===== src/hdl/pbcs_pkg.sv =====
package pbcs_pkg;

   // Register indices; byte address on the bus is four times the index
   localparam logic [7:0] IDX_CTRL    = 8'h36;
   localparam logic [7:0] IDX_MULT_HI = 8'h38;
   localparam logic [7:0] IDX_MULT_LO = 8'h39;
   localparam logic [7:0] IDX_RANGE   = 8'h3A;
   localparam logic [7:0] IDX_REFDIV  = 8'h3B;
   localparam logic [7:0] IDX_OPTION  = 8'h3C;

   localparam logic [9:0] ADDR_CTRL    = {IDX_CTRL, 2'b00};
   localparam logic [9:0] ADDR_MULT_HI = {IDX_MULT_HI, 2'b00};
   localparam logic [9:0] ADDR_MULT_LO = {IDX_MULT_LO, 2'b00};
   localparam logic [9:0] ADDR_RANGE   = {IDX_RANGE, 2'b00};
   localparam logic [9:0] ADDR_REFDIV  = {IDX_REFDIV, 2'b00};
   localparam logic [9:0] ADDR_OPTION  = {IDX_OPTION, 2'b00};

   // Field positions in the synth control register and the option register
   localparam int unsigned BIT_ENABLE  = 5;
   localparam int unsigned BIT_SRC_SEL = 4;
   localparam int unsigned PRE_LSB     = 2;
   localparam int unsigned POW2_LSB    = 0;
   localparam int unsigned BIT_KEEP    = 0;

   // Values after reset
   localparam logic       RST_ENABLE  = 1'b1;
   localparam logic       RST_SRC_SEL = 1'b0;
   localparam logic [1:0] RST_PRE     = 2'h0;
   localparam logic [1:0] RST_POW2    = 2'h0;
   localparam logic [3:0] RST_MULT_HI = 4'h0;
   localparam logic [7:0] RST_MULT_LO = 8'h40;
   localparam logic [7:0] RST_RANGE   = 8'h40;
   localparam logic [3:0] RST_REFDIV  = 4'h1;
   localparam logic       RST_KEEP    = 1'b0;

   localparam int unsigned F_NOM_HZ = 38400;

   // Wait limit while the old source is drained or the new one is filled, in case either has stopped
   localparam int unsigned CLK_PERIOD_NS     = 10;
   localparam int unsigned HOLD_TIMEOUT_US   = 200;
   localparam int unsigned HOLD_TIMEOUT_CYC  = HOLD_TIMEOUT_US * 1000 / CLK_PERIOD_NS;
   localparam int unsigned SWITCH_EDGES      = 3;

   typedef enum logic [1:0] {
      SW_RUN   = 2'b00,
      SW_DRAIN = 2'b01,
      SW_FILL  = 2'b11
   } pbcs_sw_state_e;

   typedef struct packed {
      logic [1:0]  prescale;
      logic [1:0]  vco_pow2;
      logic [11:0] mult;
      logic [7:0]  vco_range;
      logic [3:0]  ref_div;
   } pbcs_cfg_s;

endpackage : pbcs_pkg


===== src/hdl/pbcs_clk_switch.sv =====
`timescale 1ns/1ns
module pbcs_clk_switch #(
   parameter int unsigned TIMEOUT_CYC = pbcs_pkg::HOLD_TIMEOUT_CYC
) (
   input  wire logic i_clk,
   input  wire logic i_reset_n,
   input  wire logic i_xtal_clk,
   input  wire logic i_vco_clk,
   input  wire logic i_sel_vco,
   output logic      o_clk,
   output logic      o_busy,
   output logic      o_cur_vco
);

   pbcs_pkg::pbcs_sw_state_e state;
   logic        xtal_q;
   logic        vco_q;
   logic        cur_vco;
   logic [1:0]  edge_cnt;
   logic [15:0] tmo_cnt;
   logic        xtal_rise;
   logic        vco_rise;
   logic        cur_rise;
   logic        last_edge;
   logic        timed_out;

   assign xtal_rise = i_xtal_clk & ~xtal_q;
   assign vco_rise  = i_vco_clk & ~vco_q;
   assign cur_rise  = cur_vco ? vco_rise : xtal_rise;
   assign last_edge = cur_rise && (edge_cnt == 2'(pbcs_pkg::SWITCH_EDGES - 1));
   assign timed_out = (tmo_cnt == 16'(TIMEOUT_CYC - 1));

   always_ff @(posedge i_clk) begin
      if (!i_reset_n) begin
         xtal_q <= 1'b0;
         vco_q  <= 1'b0;
      end else begin
         xtal_q <= i_xtal_clk;
         vco_q  <= i_vco_clk;
      end
   end

   // Each source is counted on its own edges, so a change waits out three
   // edges of the leaving clock and three of the arriving one
   always_ff @(posedge i_clk) begin
      if (!i_reset_n) begin
         state    <= pbcs_pkg::SW_RUN;
         cur_vco  <= 1'b0;
         edge_cnt <= 2'h0;
         tmo_cnt  <= 16'h0000;
      end else begin
         case (state)
            pbcs_pkg::SW_RUN: begin
               edge_cnt <= 2'h0;
               tmo_cnt  <= 16'h0000;
               if (i_sel_vco != cur_vco) begin
                  state <= pbcs_pkg::SW_DRAIN;
               end
            end
            pbcs_pkg::SW_DRAIN: begin
               if (last_edge || timed_out) begin
                  state    <= pbcs_pkg::SW_FILL;
                  cur_vco  <= ~cur_vco;
                  edge_cnt <= 2'h0;
                  tmo_cnt  <= 16'h0000;
               end else begin
                  edge_cnt <= edge_cnt + 2'(cur_rise);
                  tmo_cnt  <= tmo_cnt + 16'h0001;
               end
            end
            pbcs_pkg::SW_FILL: begin
               if (last_edge || timed_out) begin
                  state <= pbcs_pkg::SW_RUN;
               end else begin
                  edge_cnt <= edge_cnt + 2'(cur_rise);
                  tmo_cnt  <= tmo_cnt + 16'h0001;
               end
            end
            default: state <= pbcs_pkg::SW_RUN;
         endcase
      end
   end

   // Halving on rising edges gives a 50 percent duty cycle whatever the source duty
   always_ff @(posedge i_clk) begin
      if (!i_reset_n) begin
         o_clk <= 1'b0;
      end else if (state == pbcs_pkg::SW_RUN && cur_rise) begin
         o_clk <= ~o_clk;
      end
   end

   always_ff @(posedge i_clk) begin
      if (!i_reset_n) begin
         o_busy    <= 1'b0;
         o_cur_vco <= 1'b0;
      end else begin
         o_busy    <= (state != pbcs_pkg::SW_RUN);
         o_cur_vco <= cur_vco;
      end
   end

   property p_hold_static;
      @(posedge i_clk) disable iff (!i_reset_n)
      (state != pbcs_pkg::SW_RUN) |=> $stable(o_clk);
   endproperty
   a_hold_static: assert property (p_hold_static) else $error("output moved in hold");

   property p_halve;
      @(posedge i_clk) disable iff (!i_reset_n)
      (state == pbcs_pkg::SW_RUN && cur_rise) |=> (o_clk != $past(o_clk));
   endproperty
   a_halve: assert property (p_halve) else $error("base clock missed a toggle");

   property p_switch_needs_edges;
      @(posedge i_clk) disable iff (!i_reset_n)
      (state == pbcs_pkg::SW_RUN && i_sel_vco != cur_vco) |=> ##1 (state != pbcs_pkg::SW_RUN);
   endproperty
   a_switch_needs_edges: assert property (p_switch_needs_edges)
      else $error("source swapped too soon");

endmodule : pbcs_clk_switch


===== src/hdl/pbcs_top.sv =====
// Implementation choices: the register addresses and the APB interface to the registers.
`timescale 1ns/1ns
module pbcs_top #(
   parameter int unsigned HOLD_TIMEOUT_CYC = pbcs_pkg::HOLD_TIMEOUT_CYC
) (
   input  wire logic                 i_clk,
   input  wire logic                 i_reset_n,
   input  wire logic                 i_psel,
   input  wire logic                 i_penable,
   input  wire logic                 i_pwrite,
   input  wire logic [9:0]           i_paddr,
   input  wire logic [31:0]          i_pwdata,
   output logic                      o_pready,
   output logic [31:0]               o_prdata,
   output logic                      o_pslverr,
   input  wire logic                 i_xtal_clk,
   input  wire logic                 i_vco_clk,
   input  wire logic                 i_osc_enable_in,
   input  wire logic                 i_stop_mode,
   output logic                      o_base_clk_out,
   output logic                      o_switch_busy,
   output logic                      o_vco_selected,
   output logic                      o_osc_run,
   output logic                      o_synth_run,
   output pbcs_pkg::pbcs_cfg_s       o_cfg,
   output logic [26:0]               o_centre_hz
);

   logic        synth_enable;
   logic        base_src_select;
   logic [1:0]  prescale;
   logic [1:0]  vco_pow2_field;
   logic [3:0]  mult_high_reg;
   logic [7:0]  mult_low_reg;
   logic [7:0]  vco_range_reg;
   logic [3:0]  ref_divider_reg;
   logic        osc_stop_keep;

   logic        setup;
   logic        wr_go;
   logic        mapped;
   logic [7:0]  ctrl_rd;
   logic [31:0] next_rdata;
   logic        next_enable;
   logic        next_src_sel;
   logic        range_zero;
   logic        sel_vco;
   logic        sw_clk;
   logic        sw_busy;
   logic        sw_cur_vco;
   logic [11:0] mult_raw;
   logic [10:0] scaled_range;

   assign setup      = i_psel & ~i_penable;
   assign wr_go      = i_psel & i_penable & o_pready & i_pwrite;
   assign range_zero = (vco_range_reg == 8'h00);
   assign mult_raw   = {mult_high_reg, mult_low_reg};

   assign ctrl_rd = {2'b00, synth_enable, base_src_select, prescale, vco_pow2_field};

   always_comb begin
      mapped = 1'b1;
      next_rdata = 32'h0000_0000;
      case (i_paddr)
         pbcs_pkg::ADDR_CTRL:    next_rdata = {24'h000000, ctrl_rd};
         pbcs_pkg::ADDR_MULT_HI: next_rdata = {28'h0000000, mult_high_reg};
         pbcs_pkg::ADDR_MULT_LO: next_rdata = {24'h000000, mult_low_reg};
         pbcs_pkg::ADDR_RANGE:   next_rdata = {24'h000000, vco_range_reg};
         pbcs_pkg::ADDR_REFDIV:  next_rdata = {28'h0000000, ref_divider_reg};
         pbcs_pkg::ADDR_OPTION:  next_rdata = {31'h00000000, osc_stop_keep};
         default:                mapped = 1'b0;
      endcase
   end

   // Answer is prepared in the setup cycle, so every access phase is one cycle
   always_ff @(posedge i_clk) begin
      if (!i_reset_n) begin
         o_pready  <= 1'b0;
         o_prdata  <= 32'h0000_0000;
         o_pslverr <= 1'b0;
      end else if (setup) begin
         o_pready  <= 1'b1;
         o_prdata  <= i_pwrite ? 32'h0000_0000 : next_rdata;
         o_pslverr <= ~mapped;
      end else begin
         o_pready  <= 1'b0;
         o_pslverr <= 1'b0;
      end
   end

   // Select is judged against the stored enable, and a standing or newly
   // granted select holds the enable on, so no single write moves both bits
   always_comb begin
      next_enable  = i_pwdata[pbcs_pkg::BIT_ENABLE];
      next_src_sel = i_pwdata[pbcs_pkg::BIT_SRC_SEL];
      if (!synth_enable || range_zero) begin
         next_src_sel = 1'b0;
      end
      if (base_src_select || next_src_sel) begin
         next_enable = 1'b1;
      end
   end

   always_ff @(posedge i_clk) begin
      if (!i_reset_n) begin
         synth_enable    <= pbcs_pkg::RST_ENABLE;
         base_src_select <= pbcs_pkg::RST_SRC_SEL;
      end else if (range_zero) begin
         synth_enable    <= synth_enable;
         base_src_select <= 1'b0;
         if (wr_go && i_paddr == pbcs_pkg::ADDR_CTRL) begin
            synth_enable <= next_enable;
         end
      end else if (wr_go && i_paddr == pbcs_pkg::ADDR_CTRL) begin
         synth_enable    <= next_enable;
         base_src_select <= next_src_sel;
      end
   end

   // Prescaler is frozen while the loop runs; the exponent stays writable
   always_ff @(posedge i_clk) begin
      if (!i_reset_n) begin
         prescale       <= pbcs_pkg::RST_PRE;
         vco_pow2_field <= pbcs_pkg::RST_POW2;
      end else if (wr_go && i_paddr == pbcs_pkg::ADDR_CTRL) begin
         if (!synth_enable) begin
            prescale <= i_pwdata[pbcs_pkg::PRE_LSB +: 2];
         end
         vco_pow2_field <= i_pwdata[pbcs_pkg::POW2_LSB +: 2];
      end
   end

   always_ff @(posedge i_clk) begin
      if (!i_reset_n) begin
         mult_high_reg   <= pbcs_pkg::RST_MULT_HI;
         mult_low_reg    <= pbcs_pkg::RST_MULT_LO;
         vco_range_reg   <= pbcs_pkg::RST_RANGE;
         ref_divider_reg <= pbcs_pkg::RST_REFDIV;
      end else if (wr_go) begin
         if (i_paddr == pbcs_pkg::ADDR_MULT_HI) begin
            mult_high_reg <= i_pwdata[3:0];
         end
         if (i_paddr == pbcs_pkg::ADDR_MULT_LO) begin
            mult_low_reg <= i_pwdata[7:0];
         end
         if (i_paddr == pbcs_pkg::ADDR_RANGE) begin
            vco_range_reg <= i_pwdata[7:0];
         end
         if (i_paddr == pbcs_pkg::ADDR_REFDIV) begin
            ref_divider_reg <= i_pwdata[3:0];
         end
      end
   end

   always_ff @(posedge i_clk) begin
      if (!i_reset_n) begin
         osc_stop_keep <= pbcs_pkg::RST_KEEP;
      end else if (wr_go && i_paddr == pbcs_pkg::ADDR_OPTION) begin
         osc_stop_keep <= i_pwdata[pbcs_pkg::BIT_KEEP];
      end
   end

   // Effective loop settings as the analog side must see them
   always_ff @(posedge i_clk) begin
      if (!i_reset_n) begin
         o_cfg <= '{prescale: pbcs_pkg::RST_PRE, vco_pow2: pbcs_pkg::RST_POW2,
                    mult: {pbcs_pkg::RST_MULT_HI, pbcs_pkg::RST_MULT_LO},
                    vco_range: pbcs_pkg::RST_RANGE, ref_div: pbcs_pkg::RST_REFDIV};
      end else begin
         o_cfg.prescale  <= prescale;
         o_cfg.vco_pow2  <= vco_pow2_field;
         o_cfg.mult      <= (mult_raw == 12'h000) ? 12'h001 : mult_raw;
         o_cfg.vco_range <= vco_range_reg;
         o_cfg.ref_div   <= (ref_divider_reg == 4'h0) ? 4'h1 : ref_divider_reg;
      end
   end

   // An exponent of three is not a legal setting; the shifted range is sized to survive it
   assign scaled_range = 11'({3'b000, vco_range_reg} << vco_pow2_field);

   always_ff @(posedge i_clk) begin
      if (!i_reset_n) begin
         o_centre_hz <= 27'h0000000;
      end else begin
         o_centre_hz <= 27'(scaled_range * 27'(pbcs_pkg::F_NOM_HZ));
      end
   end

   // The integration unit owns the oscillator enable; stop mode only acts when
   // the keep option says the oscillator must survive stop, and then holds it on
   always_ff @(posedge i_clk) begin
      if (!i_reset_n) begin
         o_osc_run   <= 1'b0;
         o_synth_run <= 1'b0;
      end else begin
         o_osc_run   <= i_osc_enable_in | (osc_stop_keep & i_stop_mode);
         o_synth_run <= i_osc_enable_in & synth_enable & ~range_zero;
      end
   end

   assign sel_vco = base_src_select & synth_enable & ~range_zero;

   pbcs_clk_switch #(
      .TIMEOUT_CYC (HOLD_TIMEOUT_CYC)
   ) u_switch (
      .i_clk      (i_clk),
      .i_reset_n  (i_reset_n),
      .i_xtal_clk (i_xtal_clk),
      .i_vco_clk  (i_vco_clk),
      .i_sel_vco  (sel_vco),
      .o_clk      (sw_clk),
      .o_busy     (sw_busy),
      .o_cur_vco  (sw_cur_vco)
   );

   always_ff @(posedge i_clk) begin
      if (!i_reset_n) begin
         o_base_clk_out <= 1'b0;
         o_switch_busy  <= 1'b0;
         o_vco_selected <= 1'b0;
      end else begin
         o_base_clk_out <= sw_clk;
         o_switch_busy  <= sw_busy;
         o_vco_selected <= sw_cur_vco;
      end
   end

   property p_refuse_select;
      @(posedge i_clk) disable iff (!i_reset_n)
      (wr_go && i_paddr == pbcs_pkg::ADDR_CTRL && !synth_enable) |=> !base_src_select;
   endproperty
   a_refuse_select: assert property (p_refuse_select) else $error("VCO select taken");

   property p_refuse_disable;
      @(posedge i_clk) disable iff (!i_reset_n)
      (wr_go && i_paddr == pbcs_pkg::ADDR_CTRL && base_src_select && !range_zero)
         |=> synth_enable;
   endproperty
   a_refuse_disable: assert property (p_refuse_disable) else $error("disable taken");

   property p_one_step;
      @(posedge i_clk) disable iff (!i_reset_n)
      (wr_go && i_paddr == pbcs_pkg::ADDR_CTRL)
         |=> !($changed(synth_enable) && $changed(base_src_select));
   endproperty
   a_one_step: assert property (p_one_step) else $error("two bits in one write");

   property p_zero_range;
      @(posedge i_clk) disable iff (!i_reset_n)
      range_zero |=> (!base_src_select && !o_synth_run);
   endproperty
   a_zero_range: assert property (p_zero_range) else $error("zero range left VCO usable");

   property p_zero_as_one;
      @(posedge i_clk) disable iff (!i_reset_n)
      (ref_divider_reg == 4'h0 && mult_raw == 12'h000)
         |=> (o_cfg.ref_div == 4'h1 && o_cfg.mult == 12'h001);
   endproperty
   a_zero_as_one: assert property (p_zero_as_one) else $error("zero not read as one");

   property p_osc_keep;
      @(posedge i_clk) disable iff (!i_reset_n)
      (osc_stop_keep && i_stop_mode) |=> o_osc_run;
   endproperty
   a_osc_keep: assert property (p_osc_keep) else $error("oscillator stopped");

   property p_osc_follow;
      @(posedge i_clk) disable iff (!i_reset_n)
      !osc_stop_keep |=> (o_osc_run == $past(i_osc_enable_in));
   endproperty
   a_osc_follow: assert property (p_osc_follow) else $error("oscillator ignored enable");

   property p_pre_lock;
      @(posedge i_clk) disable iff (!i_reset_n)
      (wr_go && i_paddr == pbcs_pkg::ADDR_CTRL && synth_enable) |=> $stable(prescale);
   endproperty
   a_pre_lock: assert property (p_pre_lock) else $error("prescaler moved");

   property p_mult_pair;
      @(posedge i_clk) disable iff (!i_reset_n)
      (mult_raw != 12'h000) |=> (o_cfg.mult == $past(mult_raw));
   endproperty
   a_mult_pair: assert property (p_mult_pair) else $error("multiplier halves split");

endmodule : pbcs_top


===== config.mk =====
export PLATFORM = sky130hd
export DESIGN_NAME = pbcs_top
export DESIGN_NICKNAME = d
export VERILOG_FILES = /design/src/hdl/pbcs_pkg.sv /design/src/hdl/pbcs_clk_switch.sv /design/src/hdl/pbcs_top.sv
export SDC_FILE = /design/constraint.sdc
export NUM_CORES = 1
export LEC_CHECK = 0
export BUFFER_PORTS_ARGS = -buffer_cell sky130_fd_sc_hd__buf_2
export CORE_ASPECT_RATIO = 0.7
export CORE_MARGIN = 2
export CORE_UTILIZATION = 57
export CTS_BUF_LIST = sky130_fd_sc_hd__clkbuf_8
export CTS_CLUSTER_DIAMETER = 150
export DETAILED_ROUTE_END_ITERATION = 10
export GPL_ROUTABILITY_DRIVEN = 0
export PLACE_DENSITY = 0.79
export SLEW_MARGIN = 20
export SYNTH_ARGS = -nofsm -noshare
export SYNTH_HDL_FRONTEND = slang
export SYNTH_SLANG_ARGS = --single-unit

===== constraint.sdc =====
create_clock -name i_clk -period 5.4 [get_ports i_clk]
set_clock_uncertainty 0.2 [all_clocks]
set_input_delay 0.27 -clock i_clk [delete_from_list [all_inputs] [get_ports i_clk]]
set_output_delay 0.27 -clock i_clk [all_outputs]
set_load 0.02 [all_outputs]

# Word-level counts from Yosys, hierarchy flattened

Index checks and enable logic that the tools add are counted.

Output and inout port bits: 94
Input bits: 51
Word-level logic and storage cells: 119
Register bits after elaboration: 151

Mux-type cells: 18
Bitwise gates (word level): 21
Reduce and logical (&&, ||, !) cells: 27
Multiply operators: 1
Shifts and indexed selects: 1
Add/subtract/negate cells: 2
Equal/unequal tests: 15

Operator list:

| operator                                                                 | number |
|---|---|
| 10-bit by 8-bit == test with 1-bit output (second input constant)        | 6 |
| 16-bit case mux with 3 select lines                                      | 1 |
| 8-bit case mux with 6 select lines                                       | 1 |
| 16-bit two-way mux                                                       | 2 |
| 32-bit two-way mux                                                       | 1 |
| 11-bit by 7-bit multiplier with 18-bit output (second input constant)    | 1 |
| 16-bit by 1-bit adder with 16-bit output (second input constant)         | 1 |
| 16-bit by 15-bit == test with 1-bit output (second input constant)       | 1 |
| 2-bit AND reduction                                                      | 8 |
| 12-bit zero test                                                         | 1 |
| 2-bit case mux with 3 select lines                                       | 2 |
| 1-bit bitwise AND                                                        | 11 |
| 8-bit by 2-bit << shifter with 11-bit output                             | 1 |
| 2-bit two-way mux                                                        | 5 |
| 1-bit inverter                                                           | 9 |
| 8-bit zero test                                                          | 1 |
| 7-bit two-way mux                                                        | 1 |
| 2-bit by 1-bit inequality test with 1-bit output (second input constant) | 3 |
| 2-bit OR reduction                                                       | 3 |
| 6-bit OR reduction                                                       | 1 |
| 1-bit two-way mux                                                        | 5 |
| 2-bit == test (second input constant)                                    | 2 |
| 1-bit logical AND                                                        | 4 |
| 4-bit zero test                                                          | 1 |
| 11 further kinds                                                         | 13 |

# Depth between registers and ports, before layout

Word-level depth: 7
Depth in mapped cells: 18
Mapped depth without buffers: 16

# Modules after synthesis

From an unflattened synthesis, not the netlist that was laid out.

Cell total of the unflattened synthesis: 706
Area total of the unflattened synthesis: 6437.4 um^2

By module, submodules not included:

| module          | sequential area each (um^2) | instances | cells each | area each (um^2) |
|---|---|---|---|---|
| pbcs_top        | 1841.8                      | 1         | 562        | 5096.1 |
| pbcs_clk_switch | 520.5                       | 1         | 144        | 1341.3 |

# Least setup slack after synthesis

OpenSTA, ideal clock, no wires.

Kind: flip-flop to flip-flop
From: reg vco_pow2_field[1]
To: reg o_centre_hz[22]
Data arrival time: 4557 ps
Library setup time: 72 ps
Buffers on the path: 1
Data required time: 5128 ps
Cell stages (with the launch flop): 17
Slack: 571 ps
Period minus slack after synthesis: 4829 ps
Path through: dfxtp_1 -> clkbuf_1 -> mux2_2 -> o21ai_0 -> inv_1 -> ha_1 -> ha_1 -> inv_1 -> fa_1 -> fa_1 -> inv_1 -> ha_1 -> or2_2 -> o31a_1 -> a31o_2 -> a311oi_1 -> mux2i_1

Cells in the longest elaborated chain, start to end: 2

RTL lines:

| item                                          | line            | RTL |
|---|---|---|
| start, declared                               | pbcs_top.sv:32  | `logic [1:0] vco_pow2_field;` |
| start signal, assigned                        | pbcs_top.sv:124 | `vco_pow2_field <= pbcs_pkg::RST_POW2;` |
| start signal, assigned                        | pbcs_top.sv:129 | `vco_pow2_field <= i_pwdata[pbcs_pkg::POW2_LSB +: 2];` |
| 8-bit by 2-bit << shifter with 11-bit output  | pbcs_top.sv:179 | `assign scaled_range = 11'({3'b000, vco_range_reg} << vco_pow2_field);` |
| 11-bit by 7-bit multiplier with 18-bit output | pbcs_top.sv:185 | `o_centre_hz <= 27'(scaled_range * 27'(pbcs_pkg::F_NOM_HZ));` |
| end signal, assigned                          | pbcs_top.sv:185 |  |
| end, declared                                 | pbcs_top.sv:26  | `output logic [26:0] o_centre_hz` |

Every way passes these cells.
A chain may end at the register's enable or synchronous reset.

# Worst setup path after layout

From: reg vco_pow2_field[1]
To: reg o_centre_hz[24]

The elaborated chain is that of the path after synthesis.

==> metrics.md <==
| Metric | Value |
|---|---|
| Initial Util | `0.5887` |
| Chip height | `93.38 um` |
| Post-DP HPWL | `10.63 mm` |
| Dominant synthesized flop cell | `dfxtp_1` |
| DRT Pass-1 Iters | `5` |
| WL/cell | `15.45 um` |
| Final hold vios | `0` |
| Largest net degree at the start of global routing | `62` |
| Worst hold-check path type | `in -> reg` |
| Synth unique cells | `75` |
| Global Route met2 Usage | `0.4049` |
| Vias in the first global route | `roughly 5,300` |
| Leading cell type in the layout, fill and taps excluded | `dfxtp_1` |
| Via count | `roughly 5,400` |
| Fmax | `~200 MHz` |
| Int Pwr | `1.448 mW` |
| Layout cells sized above 1 | `0.1961` |
| Die width | `131.7 um` |
| Register area | `0.002362 sq mm` |
| Post-synth ARST share | `0` |
| Yosys warnings | `0` |
| Least-Margin Pin Slew | `between 1000 and 1500 ps` |
| Reg2reg start | `vco_pow2_field[1]` |
| Tcrit/Tclk final | `0.9408` |
| Required @ worst endpoint | `5500 ps` |
| Post-synth EDFFs | `0` |
| DRC violation count after routing | `0` |
| Flop pwr share | `0.474` |
| FF-to-FF path depth | `16` |
| Top Registers | `o_cfg: 28 flops, o_centre_hz: 18 flops, u_switch.tmo_cnt: 16 flops` |
| Grt ovf | `0` |
| VDD IR max | `189.6 uV` |
| GRT met3 Usage | `0.06504` |
| Global-route wire length before repair | `25.35 mm` |
| I/O Buffers | `87` |
| Grt met1 use | `0.3412` |
| Crit path capture type | `flop` |
| Most frequent cells in the layout | `118 x dfxtp_1, 87 x buf_2, 58 x nor2_1, 48 x ha_1, 41 x inv_1` |
| Tmin final | `5080 ps` |
| Site row count | `32` |
| Clock Power Share | `0.478` |
| Reg2reg setup slack | `around 320 ps` |
| Root Driver | `clkbuf_8` |
| Slew margin rel. | `0.3261` |
| Max Cap Viol | `0` |
| Post-route ant nets | `0` |
| Net count, final | `916` |
| Fill cells | `842` |
| Clock sink count | `118` |
| Utilization after layout | `0.6815` |
| Total Wirelength | `14.97 mm` |
| Crit path max fanout | `12` |
| Multi-input logic area | `0.003727 sq mm` |
| Most Crowded Layer GR | `met2` |
| Synthesis-stage register bit count | `118` |
| Reg2reg end | `o_centre_hz[24]` |
| Leakage | `3.478 nW` |
| CTS tree | `built` |
| Outcome | `complete, no violations` |
| DRT iter0 DRCs | `434` |
| IO Pins | `roughly 150` |
| Antenna violations before repair | `0` |
| Worst-Skew Late Latency | `430 ps` |
| Largest Register | `o_cfg` |
| Maximum root-to-sink buffer count | `2` |
| Crit path to | `o_centre_hz[24]` |
| Vias per cell | `5.592` |
| Combinational share of power | `0.047` |
| Htree depth | `4` |
| Gr usage total | `0.2563` |
| Clock-pin slew on the worst setup and hold paths | `70 ps` |
| Avg Cell Area, Syn | `9.266 sq um` |
| Sw Share | `0.2168` |
| RSZ-0062 raised after global routing | `false` |
| Diode count | `0` |
| Kind of critical path | `reg -> reg` |
| NetSw | `~400 uW` |
| Pwr per Cell Area | `245.4 mW/mm^2` |
| Sequential share of the synthesized area | `0.3631` |
| Max reg flops | `28` |
| Crit path DAT | `5180 ps` |
| Die footprint | `between 0.01 and 0.015 sq mm` |
| CP startpoint kind | `flop` |
| Critical path startpoint | `vco_pow2_field[1]` |
| TNS Setup | `0 ps` |
| Post-synthesis cell area | `0.006505 sq mm` |
| Final Max Tran Viols | `0` |
| Total CTS buffers | `17` |
| Layout area overhead | `15.77%` |
| Placeable Area | `0.01105 sq mm` |
| Final setup vio count | `0` |
| Post-Syn Instances | `about 700` |
[synth_stat cells (3+ instances only)]
library cell / n / area, sq um
nand2_1: 40 / 150.1
buf_2: 3 / 15.01
nor3b_1: 5 / 37.54
a22oi_1: 7 / 52.55
xnor2_1: 5 / 43.79
clkbuf_1: 18 / 67.56
o21ai_0: 34 / 170.2
mux2i_1: 32 / 320.3
o21a_1: 7 / 52.55
dfxtp_1: 118 / 2362
nand3b_1: 7 / 52.55
a21o_1: 4 / 30.03
mux2_2: 4 / 45.04
inv_1: 40 / 150.1
and2_1: 36 / 225.2
nand3_1: 14 / 70.07
nor2b_1: 6 / 37.54
nor3_1: 9 / 45.04
a211oi_1: 10 / 75.07
mux4_2: 5 / 112.6
or3_1: 3 / 18.77
fa_1: 13 / 260.3
nand4_1: 13 / 81.33
nor2_1: 58 / 217.7
a21oi_1: 26 / 130.1
or2_2: 6 / 37.54
buf_4: 33 / 247.7
xor2_1: 6 / 52.55
nor4_1: 11 / 68.82
a22o_1: 5 / 43.79
ha_1: 48 / 600.6
a31oi_1: 5 / 31.28
and3_1: 6 / 37.54
nand2b_1: 10 / 62.56
a22o_2: 3 / 30.03
a2bb2oi_1: 5 / 43.79
[how the worst min path moves through the flow]
| stage | from | end | slack (ps) | cells past startpoint |
|---|---|---|---|---|
| after floorplan | i_osc_enable_in | o_osc_run | 190 | 2 |
| final | i_paddr[9] | o_pslverr | 30 | 4 |
| after global placement | u_switch.o_cur_vco | o_vco_selected | 230 | 1 |
| after detailed placement | u_switch.o_busy | o_switch_busy | 230 | 1 |
| after global routing | i_paddr[9] | o_pslverr | 50 | 4 |
| after CTS | i_paddr[9] | o_pslverr | 2 | 4 |
[logic make-up (layout without fill, tap and decap cells)]
| logic type | count (synthesis) | in the layout | share of synthesized area |
|---|---|---|---|
| other | 1 | 33 | 0.0005765 |
| muxes | 41 | 41 | 0.07348 |
| AOI/OAI and AO/OA | 125 | 125 | 0.1268 |
| buffers and inverters | 101 | 183 | 0.08328 |
| and+or+nand+nor | 244 | 244 | 0.2056 |
| adders and majority gates | 61 | 61 | 0.1323 |
| DFF | 118 | 118 | 0.3631 |
| xor gates and xnor gates | 11 | 11 | 0.01481 |
[layer usage]
metal	vias up	wire (um)
met5	-	0
met4	0	261
met3	33	1079
met2	232	6535
met1	2542	7095
li1	2612	-
[critical path, stage by stage, from the launching register on]
cell      delay [ps]
dfxtp_1          500
buf_4            250
mux2_2           360
o21ai_0          320
inv_1            170
ha_1             330
ha_1             280
inv_1             60
fa_1             520
fa_1             530
inv_1             40
ha_1             370
a211oi_1         320
o21ai_0          150
a21oi_1          240
o21ai_0          160
mux2i_1          150
[power by group through the flow]
| stage | Sequential, mW | Clock [mW] | Combinational [mW] |
|---|---|---|---|
| finish | 0.877 | 0.884 | 0.0878 |
| global route | 0.877 | 0.929 | 0.0949 |
| CTS | 0.877 | 0.895 | 0.0863 |
| detailed placement | 0.896 | 0 | 0.0771 |
| global placement | 0.896 | 0 | 0.0757 |
| floorplan | 0.901 | 0 | 0.0662 |
[final cells by class]
type,count,share of cell area
clock buffer,21,0.03838
clock inverter,10,0.02010
inverter,41,0.02044
timing repair buffer,111,0.08706
sequential,118,0.3137
tap,153,0.02542
multi-input combinational,515,0.4949
[through the flow]
step / hold WS (ps) / setup WS [ps] / power, mW / cells / area [sq um]
detailed placement: 229.1 / 390.0 / 0.9735 / 922 / 6924
global placement: 225.2 / 492.7 / 0.9720 / 922 / 6924
CTS: 2.272 / 353.0 / 1.858 / 969 / 7525
finish: 27.35 / 319.6 / 1.848 / 969 / 7531
floorplan: 187.4 / 571.2 / 0.9670 / 734 / 6625
global route: 48.10 / 35.86 / 1.901 / 969 / 7531
[timing repair]
item                                   CTS  global route
setup endpoints to repair                0             1
buffers inserted                         0             0
gates resized for setup                  0             1
hold buffers                            16             0
endpoints found under the hold margin   36             0
Note: power is estimated with default switching activity, not from simulation.
